==> config.mk <==
export PLATFORM = sky130hd
export DESIGN_NAME = swt_top
export DESIGN_NICKNAME = d
export VERILOG_FILES = /design/src/hw/swt_pkg.sv /design/src/hw/swt_slot_if.sv /design/src/hw/swt_slot.sv /design/src/hw/swt_top.sv
export SDC_FILE = /design/constraint.sdc
export NUM_CORES = 1
export LEC_CHECK = 0
export ABC_AREA = 1
export BUFFER_PORTS_ARGS = -buffer_cell sky130_fd_sc_hd__buf_2
export CORE_MARGIN = 4
export CORE_UTILIZATION = 35
export CTS_BUF_LIST = sky130_fd_sc_hd__clkbuf_4
export DETAILED_ROUTE_END_ITERATION = 12
export PLACE_DENSITY = 0.48
export SLEW_MARGIN = 30
export SYNTH_ARGS = -nofsm -noshare
export SYNTH_HDL_FRONTEND = slang
export SYNTH_HIERARCHICAL = 1
export SYNTH_SLANG_ARGS = --single-unit
export TNS_END_PERCENT = 30
==> constraint.sdc <==
create_clock -name clk -period 11.4 [get_ports clk]
set_input_delay 2.28 -clock clk [delete_from_list [all_inputs] [get_ports clk]]
set_output_delay 2.28 -clock clk [all_outputs]
set_load 0.005 [all_outputs]
==> src/hw/swt_pkg.sv <==
// swt_pkg: constants for the single-wire thermometer slave logic.
// assumes a 100 MHz clock; slot and reset times are counted from line falling edges, presence times from reset release.
package swt_pkg;
   localparam int CLK_MHZ        = 100;
   // slot and framing times in microseconds
   localparam int RST_MIN_US     = 480;
   localparam int PRES_WAIT_US   = 30;
   localparam int PRES_LEN_US    = 120;
   localparam int SAMPLE_US      = 30;
   localparam int HOLD_US        = 15;
   localparam int RST_CYC        = RST_MIN_US * CLK_MHZ;
   localparam int PRES_WAIT_CYC  = PRES_WAIT_US * CLK_MHZ;
   localparam int PRES_LEN_CYC   = PRES_LEN_US * CLK_MHZ;
   localparam int SAMPLE_CYC     = SAMPLE_US * CLK_MHZ;
   localparam int HOLD_CYC       = HOLD_US * CLK_MHZ;
   localparam int CNT_W          = 16;
   // command codes
   localparam logic [7:0] CMD_MATCH   = 8'h55;
   localparam logic [7:0] CMD_SKIP    = 8'hcc;
   localparam logic [7:0] CMD_CONV    = 8'h44;
   localparam logic [7:0] CMD_RDSP    = 8'hbe;
   localparam logic [7:0] CMD_WRSP    = 8'h4e;
   localparam logic [7:0] CMD_COPY    = 8'h48;
   localparam logic [7:0] CMD_RECALL  = 8'hb8;
   localparam logic [7:0] CMD_PWR     = 8'hb4;
   localparam int         SP_BYTES    = 9;
   localparam int         ADDR_BITS   = 64;

   typedef enum logic [2:0] {
      SWT_ROM    = 3'b000,
      SWT_MATCH  = 3'b001,
      SWT_FUNC   = 3'b011,
      SWT_RDSP   = 3'b010,
      SWT_WRSP   = 3'b110,
      SWT_STAT   = 3'b111,
      SWT_IDLE   = 3'b101
   } swt_phase_e;
endpackage : swt_pkg

==> src/hw/swt_slot_if.sv <==
// swt_slot_if: bit-level events between slot timer and transaction logic.
// assumes one clock domain shared by both modules.
`timescale 1ns/100ps
interface swt_slot_if;
   logic rst_seen;   // reset pulse detected, one cycle
   logic bit_valid;  // a slot's sampled bit, one cycle
   logic bit_val;    // value of the sampled bit
   logic tx_bit;     // bit to return in the next read slot
   logic tx_en;      // transaction logic wants to answer slots
   logic slot_start; // a slot began, one cycle
   modport timer (output rst_seen, output bit_valid, output bit_val, output slot_start,
                  input tx_bit, input tx_en);
   modport ctrl  (input rst_seen, input bit_valid, input bit_val, input slot_start,
                  output tx_bit, output tx_en);
endinterface : swt_slot_if

==> src/hw/swt_slot.sv <==
// swt_slot: times slots and reset from falling edges of the line, presence from reset release.
// assumes the line input is already synchronous to clk.
`timescale 1ns/100ps
module swt_slot
(
   // clock and reset
   input  wire logic      clk,
   input  wire logic      resetn,
   // line
   input  wire logic      dq_in,
   output logic           dq_oe,
   // events
   swt_slot_if.timer      sl
);
   logic                          dq_q;
   logic [swt_pkg::CNT_W-1:0]     low_cnt;
   logic [swt_pkg::CNT_W-1:0]     slot_cnt;
   logic                          in_slot;
   logic                          drive_zero;
   logic [swt_pkg::CNT_W-1:0]     pres_cnt;
   logic                          pres_act;
   logic                          fall;

   assign fall = dq_q & ~dq_in;

   // edge history and low-time counter for reset detection
   always_ff @(posedge clk)
   begin
      if (!resetn)
      begin
         dq_q    <= 1'b1;
         low_cnt <= '0;
      end
      else
      begin
         dq_q    <= dq_in;
         low_cnt <= dq_in ? '0 : (low_cnt == '1 ? low_cnt : low_cnt + 1'b1);
      end
   end
   assign sl.rst_seen = dq_in & ~dq_q & ~pres_act
                        & (low_cnt >= swt_pkg::CNT_W'(swt_pkg::RST_CYC));

   // slot timer; drives only inside a slot the master opened
   always_ff @(posedge clk)
   begin
      if (!resetn)
      begin
         in_slot    <= 1'b0;
         slot_cnt   <= '0;
         drive_zero <= 1'b0;
      end
      else if (fall && !pres_act)
      begin
         in_slot    <= 1'b1;
         slot_cnt   <= '0;
         drive_zero <= sl.tx_en & ~sl.tx_bit;
      end
      else if (in_slot)
      begin
         slot_cnt <= slot_cnt + 1'b1;
         if (slot_cnt == swt_pkg::CNT_W'(swt_pkg::HOLD_CYC - 1))
            drive_zero <= 1'b0;
         if (slot_cnt == swt_pkg::CNT_W'(swt_pkg::SAMPLE_CYC - 1))
            in_slot <= 1'b0;
      end
   end
   assign sl.slot_start = fall & ~pres_act;
   assign sl.bit_valid  = in_slot & (slot_cnt == swt_pkg::CNT_W'(swt_pkg::SAMPLE_CYC - 1));
   assign sl.bit_val    = dq_in;

   // presence pulse after reset release
   always_ff @(posedge clk)
   begin
      if (!resetn)
      begin
         pres_act <= 1'b0;
         pres_cnt <= '0;
      end
      else if (sl.rst_seen)
      begin
         pres_act <= 1'b1;
         pres_cnt <= '0;
      end
      else if (pres_act)
      begin
         pres_cnt <= pres_cnt + 1'b1;
         if (pres_cnt == swt_pkg::CNT_W'(swt_pkg::PRES_WAIT_CYC + swt_pkg::PRES_LEN_CYC - 1))
            pres_act <= 1'b0;
      end
   end

   assign dq_oe = (drive_zero & in_slot)
                | (pres_act & (pres_cnt >= swt_pkg::CNT_W'(swt_pkg::PRES_WAIT_CYC)));
endmodule : swt_slot

==> src/hw/swt_top.sv <==
// swt_top: transaction logic of the single-wire thermometer slave.
// assumes clean synchronous line input; external pullup; strong pullup is the master's job.
`timescale 1ns/100ps
module swt_top #(
   parameter logic [63:0] DEV_CODE  = 64'h0000_0000_0000_0001, // arbitrary value
   parameter int          CONV_CYC  = 1000,
   parameter int          NV_CYC    = 1000
)
(
   // clock and reset
   input  wire logic        clk,
   input  wire logic        resetn,
   // line, open drain
   input  wire logic        dq_in,
   output logic             dq_out,
   output logic             dq_oe,
   // sensor side
   input  wire logic        parasite,
   input  wire logic [15:0] temp_in,
   output logic             conv_busy,
   output logic [7:0]       alarm_hi,
   output logic [7:0]       alarm_lo
);
   swt_slot_if sl ();

   swt_pkg::swt_phase_e        ph_reg;
   logic [7:0]                 sh_reg;
   logic [6:0]                 bcnt_reg;
   logic                       match_ok_reg;
   logic [7:0]                 sp_reg [swt_pkg::SP_BYTES];
   logic [7:0]                 nv_hi_reg;
   logic [7:0]                 nv_lo_reg;
   logic [31:0]                busy_cnt_reg;
   logic                       restore_reg;
   logic [7:0]                 crc_reg;
   logic [7:0]                 byte_now;
   logic [7:0]                 sh_new;
   logic [7:0]                 crc_next;

   swt_slot u_slot (
      .clk    (clk),
      .resetn (resetn),
      .dq_in  (dq_in),
      .dq_oe  (dq_oe),
      .sl     (sl)
   );

   assign dq_out = 1'b0;
   assign sh_new = {sl.bit_val, sh_reg[7:1]};

   // byte currently being returned, crc replaces byte eight
   always_comb
   begin
      byte_now = sp_reg[bcnt_reg[6:3]];
      if (bcnt_reg[6:3] == 4'(swt_pkg::SP_BYTES - 1))
         byte_now = crc_reg;
   end

   // outgoing bit for the next slot
   always_comb
   begin
      sl.tx_en  = 1'b0;
      sl.tx_bit = 1'b1;
      unique case (ph_reg)
         swt_pkg::SWT_RDSP:
         begin
            sl.tx_en  = 1'b1;
            sl.tx_bit = byte_now[bcnt_reg[2:0]];
         end
         swt_pkg::SWT_STAT:
         begin
            sl.tx_en  = 1'b1;
            sl.tx_bit = (busy_cnt_reg == 32'h0);
         end
         swt_pkg::SWT_IDLE:
         begin
            sl.tx_en  = restore_reg;                          // supply answer
            sl.tx_bit = ~parasite;
         end
         default:
         begin
            sl.tx_en  = 1'b0;
            sl.tx_bit = 1'b1;
         end
      endcase
   end

   // reflected crc8 over bytes 0..7, x^8+x^5+x^4+1
   always_comb
   begin
      crc_next = 8'h00;
      for (int b = 0; b < 8; b++)
         for (int i = 0; i < 8; i++)
            crc_next = (crc_next[0] ^ sp_reg[b][i]) ? ((crc_next >> 1) ^ 8'h8c)
                                                    : (crc_next >> 1);
   end

   always_ff @(posedge clk)
   begin
      if (!resetn)
         crc_reg <= 8'h00;
      else
         crc_reg <= crc_next;
   end

   // transaction state: reset, address, function, payload
   always_ff @(posedge clk)
   begin
      if (!resetn)
      begin
         ph_reg       <= swt_pkg::SWT_IDLE;
         sh_reg       <= 8'h00;
         bcnt_reg     <= '0;
         match_ok_reg <= 1'b1;
         restore_reg  <= 1'b0;
      end
      else if (sl.rst_seen)
      begin
         ph_reg       <= swt_pkg::SWT_ROM;
         bcnt_reg     <= '0;
         match_ok_reg <= 1'b1;
         restore_reg  <= 1'b0;
      end
      else if (sl.bit_valid)
      begin
         sh_reg   <= sh_new;
         bcnt_reg <= bcnt_reg + 1'b1;
         unique case (ph_reg)
            swt_pkg::SWT_ROM:
               if (bcnt_reg == 7'd7)
               begin
                  bcnt_reg <= '0;
                  if (sh_new == swt_pkg::CMD_SKIP)
                     ph_reg <= swt_pkg::SWT_FUNC;
                  else if (sh_new == swt_pkg::CMD_MATCH)
                     ph_reg <= swt_pkg::SWT_MATCH;
                  else
                     ph_reg <= swt_pkg::SWT_IDLE;
               end
            swt_pkg::SWT_MATCH:
            begin
               if (sl.bit_val != DEV_CODE[bcnt_reg[5:0]])
                  match_ok_reg <= 1'b0;
               if (bcnt_reg == 7'(swt_pkg::ADDR_BITS - 1))
               begin
                  bcnt_reg <= '0;
                  ph_reg   <= (match_ok_reg && sl.bit_val == DEV_CODE[63])
                              ? swt_pkg::SWT_FUNC : swt_pkg::SWT_IDLE;
               end
            end
            swt_pkg::SWT_FUNC:
               if (bcnt_reg == 7'd7)
               begin
                  bcnt_reg <= '0;
                  unique case (sh_new)
                     swt_pkg::CMD_RDSP:   ph_reg <= swt_pkg::SWT_RDSP;
                     swt_pkg::CMD_WRSP:   ph_reg <= swt_pkg::SWT_WRSP;
                     swt_pkg::CMD_CONV,
                     swt_pkg::CMD_RECALL: ph_reg <= swt_pkg::SWT_STAT;
                     swt_pkg::CMD_PWR:
                     begin
                        ph_reg      <= swt_pkg::SWT_IDLE;
                        restore_reg <= 1'b1;
                     end
                     default:             ph_reg <= swt_pkg::SWT_IDLE;
                  endcase
               end
            swt_pkg::SWT_RDSP:
               if (bcnt_reg == 7'(swt_pkg::SP_BYTES * 8 - 1))
                  ph_reg <= swt_pkg::SWT_IDLE;
            swt_pkg::SWT_WRSP:
               if (bcnt_reg == 7'd15)
                  ph_reg <= swt_pkg::SWT_IDLE;
            swt_pkg::SWT_STAT:
               bcnt_reg <= '0;
            swt_pkg::SWT_IDLE:
            begin
               bcnt_reg    <= '0;
               restore_reg <= 1'b0;                            // single supply answer
            end
            default:
               ph_reg <= swt_pkg::SWT_IDLE;
         endcase
      end
   end

   // scratchpad and nonvolatile alarm copy
   always_ff @(posedge clk)
   begin
      if (!resetn)
      begin
         for (int i = 0; i < swt_pkg::SP_BYTES; i++)
            sp_reg[i] <= 8'h00;
         nv_hi_reg    <= 8'h00;
         nv_lo_reg    <= 8'h00;
         busy_cnt_reg <= 32'h0;
      end
      else
      begin
         if (busy_cnt_reg != 32'h0)
            busy_cnt_reg <= busy_cnt_reg - 32'h1;
         if (sl.bit_valid && ph_reg == swt_pkg::SWT_WRSP && bcnt_reg[2:0] == 3'd7)
            sp_reg[2 + 32'(bcnt_reg[3])] <= sh_new;
         if (sl.bit_valid && ph_reg == swt_pkg::SWT_FUNC && bcnt_reg == 7'd7)
         begin
            if (sh_new == swt_pkg::CMD_CONV)
            begin
               busy_cnt_reg <= 32'(CONV_CYC);
               sp_reg[0]    <= temp_in[7:0];
               sp_reg[1]    <= temp_in[15:8];
            end
            else if (sh_new == swt_pkg::CMD_RECALL)
            begin
               busy_cnt_reg <= 32'(NV_CYC);
               sp_reg[2]    <= nv_hi_reg;
               sp_reg[3]    <= nv_lo_reg;
            end
            else if (sh_new == swt_pkg::CMD_COPY)
            begin
               nv_hi_reg <= sp_reg[2];
               nv_lo_reg <= sp_reg[3];
            end
         end
      end
   end

   assign conv_busy = (busy_cnt_reg != 32'h0);
   assign alarm_hi  = sp_reg[2];
   assign alarm_lo  = sp_reg[3];
endmodule : swt_top

==> results of run 1 <==
## synthesized netlist by cell type, types with 4 or more instances
master	count
nand3_1	147
dfxtp_1	132
xnor2_1	21
nor2_4	13
ha_1	9
nand2_1	272
o2111ai_1	4
nand2_2	65
xor2_2	7
o21ai_0	73
inv_1	208
nor3_1	30
o21ai_1	6
nand3_2	29
edfxtp_1	32
a31oi_1	10
clkinv_1	4
xor2_1	41
nor2_2	11
nor2_1	187
nor4_1	11
nand2_4	27
a21oi_1	69
nand4_1	17
clkbuf_1	17
inv_2	13
nand3b_1	8
## metal layers
| layer | vias to the layer above | wire length [µm] |
|---|---|---|
| met2 | 125 | 11700 |
| met1 | 4177 | 12500 |
| met3 | 24 | 755 |
| met5 | - | 13 |
| li1 | 4924 | - |
| met4 | 2 | 449 |
## power by group
group	total (mW)	switching [mW]	internal, mW	leakage [nW]
Combinational	2.48	1.57	0.910	3.51
Clock	0.363	0.226	0.136	0.160
Sequential	0.713	0.0474	0.665	1.38
Total	3.55	1.84	1.71	5.06
## how the worst min path moves through the flow
stage                 startpoint           end  cells after the start
finish              match_ok_reg  match_ok_reg                      2
CTS                 match_ok_reg  match_ok_reg                      2
detailed placement  match_ok_reg  match_ok_reg                      2
floorplan           match_ok_reg  match_ok_reg                      2
global placement    match_ok_reg  match_ok_reg                      2
global route        match_ok_reg  match_ok_reg                      2
## area by class of cell
| class | count | area share [%] |
|---|---|---|
| inverter | 227 | 7.42 |
| multi-input combinational | 1093 | 52.6 |
| tap | 390 | 4.22 |
| antenna | 1 | 0.0217 |
| sequential | 164 | 31.2 |
| clock buffer | 17 | 1.10 |
| clock inverter | 15 | 1.51 |
| timing repair buffer | 42 | 1.93 |
## cells by family after synthesis
kind of cell	synth area share (%)
xor+xnor	6.84
buf+inv	9.27
fa+ha+maj	1.06
other cells	0.0352
simple gates	39.8
flops	33.8
compound gates	9.19
## worst reg2reg max path: cells and delay by family (launching register included)
family / cells / cell delay (ns)
XOR/XNOR: 2 / 0.45
AND/OR/NAND/NOR: 35 / 3.22
buffers and inverters: 3 / 0.26
flip-flops: 1 / 0.49
## metrics by stage
stage	cell area (µm²)	power, mW	util (%)	cells	hold WS, ns
after floorplan	10700	2.80	-	1509	0.431
after global placement	11200	3.23	37.7	1916	0.450
final	11600	3.55	38.7	1949	0.477
after detailed placement	11200	3.23	37.7	1916	0.452
after CTS	11500	3.62	38.7	1948	0.473
after global routing	11600	3.96	38.7	1949	0.524
==> run metrics, run 1 <==
global routing met2 resource utilization=25.6%; die area=33300 µm²; largest net degree at the start of global routing=49; Final Setup Violations=0; WP buf/inv=3; crit path kind=reg2reg; maximum clock path buffer count=2; first-pass GRT wire length=approximately 43000 µm; Final HPWL DP=just under 20000 µm; Core ar.=~30000 µm²; crit path max fanout=5; WL/cell=between 10 and 15 µm; Hold WC Path Type=reg2reg; io pins=39; clk_lat worst skew=approximately 0.57 ns; Net Count, Synth=roughly 1500; Max Freq=between 200 and 250 MHz; global route overflow=0; Crit. End Element=flop; DP Worst Slack=approximately 6.7 ns; Most Frequent Cell on Critical Path=nand2_2; # Post-CTS Setup Buffers=0; Area Overhead vs Synth=8.33%; family with the most delay on the worst path=simple AND/OR/NAND/NOR gates; Detail Route Antenna Nets=0; cell taking the most area after synthesis=dfxtp_1; Synth area leaders=dfxtp_1 25%, nand2_1 9.6%, edfxtp_1 9.0%, inv_1 7.3%, nand3_1 6.9%; Synth Instances=between 1500 and 2000; most frequent cells in the layout=272 x nand2_1, 208 x inv_1, 187 x nor2_1; TritonCTS Sinks=between 150 and 200; Initial Util=35.7%; CTS H-tree depth=4; CP Launch Type=flop; max incr delay on CP=slightly below 0.5 ns; crit path DAT=between 4 and 5 ns; crit path time final=about 4.5 ns; yosys warns=6; number of synthesized flops with an enable pin=32; met1 global-route usage=between 20% and 30%; Final #Nets=roughly 1600; vias in the first global route=8945; initial antenna violation count=2; required time of the critical path=11.86 ns; Synth Cell Area=between 10000 and 15000 µm²; R2R Setup Slk=6.88 ns; Slew Limit Fails=0; R2R cell count=40; final worst slack=about 6.9 ns; CTS buffer count=17; P per Cell Area=308 nW/µm²; num rows=63; R2R Path Start=sp_reg[0][1]; CP Capture Point=crc_reg[2]; Critical Path Source=sp_reg[0][1]; TNS Setup=0 ns; FF-to-FF End=crc_reg[2]; Slowest-stage cell, CP=edfxtp_1; Hold Vio Cnt, Final=0; peak supply drop=0.335 mV; area of the multi-input gates=6080 µm²; main flop type after synthesis=dfxtp_1; status=completed; Worst Skew=~0.029 ns; Tcrit/Tclk final=between 30% and 40%; register area=3600 µm²; DIE HEIGHT=approximately 180 µm; Root Driver=clkbuf_4; Mean Syn Cell Area=roughly 7.1 µm²; Yosys reg bits=between 150 and 200; # DRC=0; CP Depth=40; setup repair after global routing missed its margin=no; Total GRT Usage=between 10% and 20%; clock tree from TritonCTS=yes; drt pass-1 iters=5; Static Leak=between 5 and 6 nW; FFs w/ async S/R, synth=0%; # port buffers=37; hold buffers post-CTS=0; DR iter-0 viols=approximately 470; commonest non-fill, non-tap cell in the layout=nand2_1; Avg Vias per Cell=4.75; Die W=between 150 and 200 µm; top cell type's share of synthesized area=approximately 25%; Filler cells=3171; Cell variety after synth=56; clk slew on worst S/H paths=~0.16 ns; GP Congestion=0.836; post-CTS sizing=0; worst slew pin tran=0.814 ns; sequential fraction of the synthesis area=~34%; busiest grt layer=met2; Routed WL=roughly 25000 µm; Worst slew margin=~46%; via count=9252; layout cells sized above 1=16.2%; Max Cap Viol=0; grt met3 use=2.47%
No activity file was read; power rests on OpenSTA's default activity.
==> run 2, diff against run 1 <==
- clock period: 11.4 -> 4.4 ns (I/O delays scaled with it)
==> run 2 against run 1 <==
  * The flow now finishes with violations (setup timing)
  * Routed wire length is 6.1% higher
  * Clock skew is 0.00051 ns higher
  * Sequential power grew to 2.6 times the previous value
  * Total power rose to 3.1 times the previous value
  * Design area increased by 8.9%
  * Combinational power grew to 3.4 times the previous value
  * Via count rose by 3.6%
  * Critical path depth fell by 7
  * Count of clock-buffer cells in the layout grew 4
  * Final cell count up 1.9%
  * Core utilization grew 3.4 points
  * Flip-flop and latch count unchanged
  * Critical endpoint unchanged
  * Highest routed layer unchanged
==> run metrics, run 2 (synthesized netlist as in run 1, its figures left out) <==
clk_lat worst skew=0.56 ns (about the same); Root Driver=clkbuf_4; P per Cell Area=884 nW/µm² (+190%); global route overflow=0 (unchanged); layout cells sized above 1=23.8% (+7.6 points); status=finished with violations; required time of the critical path=4.85 ns (-7.01 ns); Final HPWL DP=20100 µm (+1.5%); Area Overhead vs Synth=18.0%; commonest non-fill, non-tap cell in the layout=nand2_1; Tcrit/Tclk final=100% (+61 points); Final Power=11.1 mW (+210%); final worst slack=-0.0206 ns (-6.90 ns); # placed instances=1925 (+0.47%); CTS buffer count=17 (unchanged); Hold Vio Cnt, Final=0 (unchanged); WL/cell=13.6 µm (+4.0%); DR iter-0 viols=448 (-4.1%); Final Setup Violations=3 (+3); Worst slew margin=47.4% (+1.9 points); TritonCTS Sinks=164 (unchanged); Crit. End Element=flop; Static Leak=5.49 nW (+8.6%); failing checks=setup timing; # port buffers=37 (unchanged); Hold WC Path Type=reg2reg; crit path time final=4.42 ns (-0.104 ns); Slowest-stage cell, CP=edfxtp_1; Worst Skew=0.0298 ns (+0.000505 ns); Filler cells=3116 (-1.7%); via count=9589 (+3.6%); Detail Route Antenna Nets=0 (unchanged); crit path DAT=4.87 ns (-0.12 ns); clk slew on worst S/H paths=0.15 ns (about the same); vias in the first global route=9329 (+4.3%); GP Congestion=0.832 (-0.49%); drt pass-1 iters=5 (unchanged); Most Frequent Cell on Critical Path=nand2_4; crit path max fanout=4 (-1); initial antenna violation count=2 (unchanged); most frequent cells in the layout=228 x nand2_1, 200 x inv_1, 186 x nor2_1; CP Launch Type=flop; maximum clock path buffer count=2 (unchanged); setup repair after global routing missed its margin=yes; Routed WL=27000 µm (+6.1%); R2R cell count=33 (-18%); peak supply drop=1.02 mV (+200%); io pins=39 (unchanged); Max Freq=226 MHz (+2.4%); Final #Nets=1613 (+2.5%); num rows=63 (unchanged); worst slew pin tran=0.785 ns (-0.0287 ns); max incr delay on CP=0.53 ns (+0.04 ns); Finished Layout Cells=1987 (+1.9%); Avg Vias per Cell=4.83 (+1.7%); # DRC=0 (unchanged); TNS Setup=-0.0245 ns (-0.0245 ns); R2R Setup Slk=-0.02 ns (-6.90 ns); Total GRT Usage=16.1% (+0.61 points); largest net degree at the start of global routing=48 (-2.0%); CTS H-tree depth=4 (unchanged); first-pass GRT wire length=45000 µm (+4.2%); Max Cap Viol=0 (unchanged); hold path depth=2 (unchanged); Initial Util=35.7% (unchanged); clock tree from TritonCTS=yes; DIE HEIGHT=183 µm (unchanged); crit path kind=reg2reg; final core occ=42.1% (+3.4 points); Die W=183 µm (unchanged); Slew Limit Fails=0 (unchanged); die area=33300 µm² (unchanged); Core ar.=29900 µm² (unchanged)
run 2: cell count changes in the layout (fill, tap and decap cells not counted), sizes merged:
cell	change
clkbuf	+4
inv	-4
clkinvlp	+1
bufinv	+1
buf	+39
clkinv	-3
run 2: worst paths after layout:
path | end | start
worst max-delay path | crc_reg[2] | sp_reg[0][5]
worst min-delay path | match_ok_reg | match_ok_reg
worst max register to register | crc_reg[2] | sp_reg[0][5]
worst min register to register | match_ok_reg | match_ok_reg
run 2: routing by layer:
metal  share of wire, %  GRT usage (%)
met5              0.045              0
met4                1.9           4.83
met3                3.1           2.67
met2                 47           27.0
met1                 48           21.4
run 2: final cells by class:
class	instances	area (µm²)	area share, %
sequential	164	3600	28.6
tap	390	488	3.88
multi-input combinational	1093	6750	53.6
inverter	227	861	6.84
timing repair buffer	81	584	4.64
antenna	1	2.50	0.0199
clock buffer	21	158	1.25
clock inverter	10	135	1.07
run 2: per-stage QoR:
| stage | worst slack, ns | hold slack [ns] | cell area, µm² |
|---|---|---|---|
| finish | -0.0206 | 0.471 | 12600 |
| global route | -0.345 | 0.478 | 12600 |
| CTS | 0.00231 | 0.466 | 12100 |
| detailed placement | -0.117 | 0.447 | 11300 |
| global placement | -0.143 | 0.454 | 11300 |
| floorplan | 0.473 | 0.431 | 10700 |
run 2: power by group:
part           internal, mW  total (mW)  switching, mW  leakage (nW)
sequential             1.72        1.85          0.127          1.38
combinational          3.40        8.33           4.93          3.95
clock                 0.415       0.941          0.526         0.160
run 2: timing repair:
item,in CTS,in global routing
pin swaps,32,66
endpoints found under the hold margin,0,0
endpoints found under the setup margin,5,7
setup buffers,21,9
gates resized for setup,57,94
hold buffers,0,0
run 2: worst max-delay path, delay by kind of cell, from the launching register on:
| kind | cells | cell delay (ns) |
|---|---|---|
| buf+inv | 3 | 0.38 |
| flops | 1 | 0.53 |
| simple gates | 25 | 2.33 |
| xor+xnor | 5 | 1.04 |
==> run 3, diff against run 2 <==
- clock period: 4.4 -> 4.88 ns (I/O delays scaled with it)
==> run 3 against run 2 <==
  * The flow now finishes without violations
  * Maximum frequency decreased by 0.64%
  * Final cell count decreased by 1.6%
  * Via count decreased by 2.1%
  * Highest routed layer unchanged
  * Total power decreased by 22%
  * Design area decreased by 7.4%
==> run metrics, run 3 (synthesized netlist as in run 1, its figures left out) <==
status=completed; Max Cap Viol=0 (unchanged); io pins=39 (unchanged); R2R cell count=37 (+12%); crit path kind=reg2reg; initial antenna violation count=2 (unchanged); CTS buffer count=17 (unchanged); global route overflow=0 (unchanged); Static Leak=5.07 nW (-7.7%); WL/cell=13.4 µm (-1.2%); die area=33300 µm² (unchanged); R2R Path Start=sp_reg[0][1]; CTS H-tree depth=4 (unchanged); peak supply drop=0.743 mV (-27%); Final Power=8.62 mW (-22%); Root Driver=clkbuf_4; DR iter-0 viols=418 (-6.7%); Final HPWL DP=20200 µm (+0.65%); GP Congestion=0.822 (-1.2%); Worst Skew=0.0238 ns (-0.00603 ns); Tcrit/Tclk final=91.2% (-9.3 points); worst slew pin tran=0.769 ns (-0.0166 ns); crit path DAT=4.97 ns (+0.10 ns); required time of the critical path=5.40 ns (+0.55 ns); TritonCTS Sinks=164 (unchanged); Final #Nets=1580 (-2.0%); grt met3 use=2.13% (-0.54 points); Crit. End Element=flop; Area Overhead vs Synth=9.26%; clk_lat worst skew=0.56 ns (about the same); hold path start=match_ok_reg; FF-to-FF End=crc_reg[0]; Die W=183 µm (unchanged); clock tree from TritonCTS=yes; setup repair after global routing missed its margin=yes; busiest grt layer=met2; Max Freq=225 MHz (-0.64%); Detail Route Antenna Nets=0 (unchanged); largest net degree at the start of global routing=48 (unchanged); Final Setup Violations=0 (-3); Core ar.=29900 µm² (unchanged); first-pass GRT wire length=43300 µm (-4.0%); Total GRT Usage=15.7% (-0.46 points); layout cells sized above 1=17.3% (-6.5 points); Slowest-stage cell, CP=edfxtp_1; P per Cell Area=740 nW/µm² (-16%); most frequent cells in the layout=267 x nand2_1, 208 x inv_1, 187 x nor2_1; Hold WC Path Type=reg2reg; final core occ=39.0% (-3.1 points); TNS Setup=0 ns (+0.0245 ns); met1 global-route usage=21.2% (-0.23 points); max incr delay on CP=0.45 ns (-0.08 ns); crit path max fanout=5 (+1); via count=9390 (-2.1%); Avg Vias per Cell=4.80 (-0.47%); # port buffers=37 (unchanged); Slew Limit Fails=0 (unchanged); vias in the first global route=8787 (-5.8%); num rows=63 (unchanged); Most Frequent Cell on Critical Path=nand2_2; drt pass-1 iters=5 (unchanged); # DRC=0 (unchanged); Routed WL=26200 µm (-2.8%); Initial Util=35.7% (unchanged); Hold Vio Cnt, Final=0 (unchanged); global routing met2 resource utilization=25.9% (-1.1 points); Worst slew margin=48.6% (+1.1 points); DIE HEIGHT=183 µm (unchanged); CP Launch Type=flop; clk slew on worst S/H paths=0.15 ns (about the same); Hold Path End=match_ok_reg; commonest non-fill, non-tap cell in the layout=nand2_1; hold path depth=2 (unchanged); crit path time final=4.45 ns (+0.0284 ns); hold slack=0.476 ns (+0.00530 ns); maximum clock path buffer count=2 (unchanged); R2R Setup Slk=0.43 ns (+0.45 ns)
## run 3: cell types whose count changed in the layout (fill, tap and decap cells not counted), moves of 5 or more
cell / change
buf_4: -25
inv_1: +8
inv_2: -7
nand2_1: +39
nand2_2: -10
nand2_4: -29
nand3_1: +19
nand3_2: -8
nand3_4: -11
xor2_4: -5
## run 3: where the power goes
group          internal [mW]  switching [mW]
clock network          0.202           0.511
registers               1.55           0.115
logic                   2.34            3.90
total                   4.10            4.52
## run 3: cell type report
type | instances | area [µm²]
clock buffer | 17 | 128
sequential | 164 | 3600
clock inverter | 15 | 106
inverter | 227 | 857
timing repair buffer | 48 | 268
multi-input combinational | 1093 | 6200
fill | 3177 | 18200
antenna | 1 | 2.50
tap | 390 | 488
## run 3: through the flow
stage / setup WS, ns / instances / cell area (µm²)
3_3_place_gp: 0.339 / 1917 / 11300
5_1_grt: -0.0248 / 1955 / 11700
3_5_place_dp: 0.333 / 1917 / 11300
4_1_cts: 0.259 / 1949 / 11500
2_1_floorplan: 0.953 / 1509 / 10700
6_report: 0.431 / 1955 / 11700
## run 3: layer usage
metal,wire [µm],share of wire [%]
met1,12700,48
met2,12200,46
met3,866,3.3
met4,522,2.0
met5,7,0.027
## run 3: repair_timing
action,CTS,global route
endpoints found under the setup margin,0,5
gates resized for setup,0,21
hold buffers,0,0
setup buffers,0,5
## run 3: worst max-delay path: cells and delay by family, from the launching register on
family        cells  cell delay [ns]
simple gates     31             2.95
xor+xnor          3             0.68
flops             1             0.45
buf+inv           3             0.30
## run 3: worst max path at each step
stage | startpoint | endpoint | slack, ns | cells past startpoint
6_report | sp_reg[0][1] | crc_reg[0] | 0.43 | 37
5_1_grt | sp_reg[0][7] | crc_reg[2] | -0.02 | 39
4_1_cts | sp_reg[0][1] | crc_reg[0] | 0.26 | 36
3_5_place_dp | sp_reg[0][1] | crc_reg[0] | 0.33 | 36
3_3_place_gp | sp_reg[0][1] | crc_reg[0] | 0.34 | 36
2_1_floorplan | sp_reg[0][1] | crc_reg[2] | 0.95 | 38
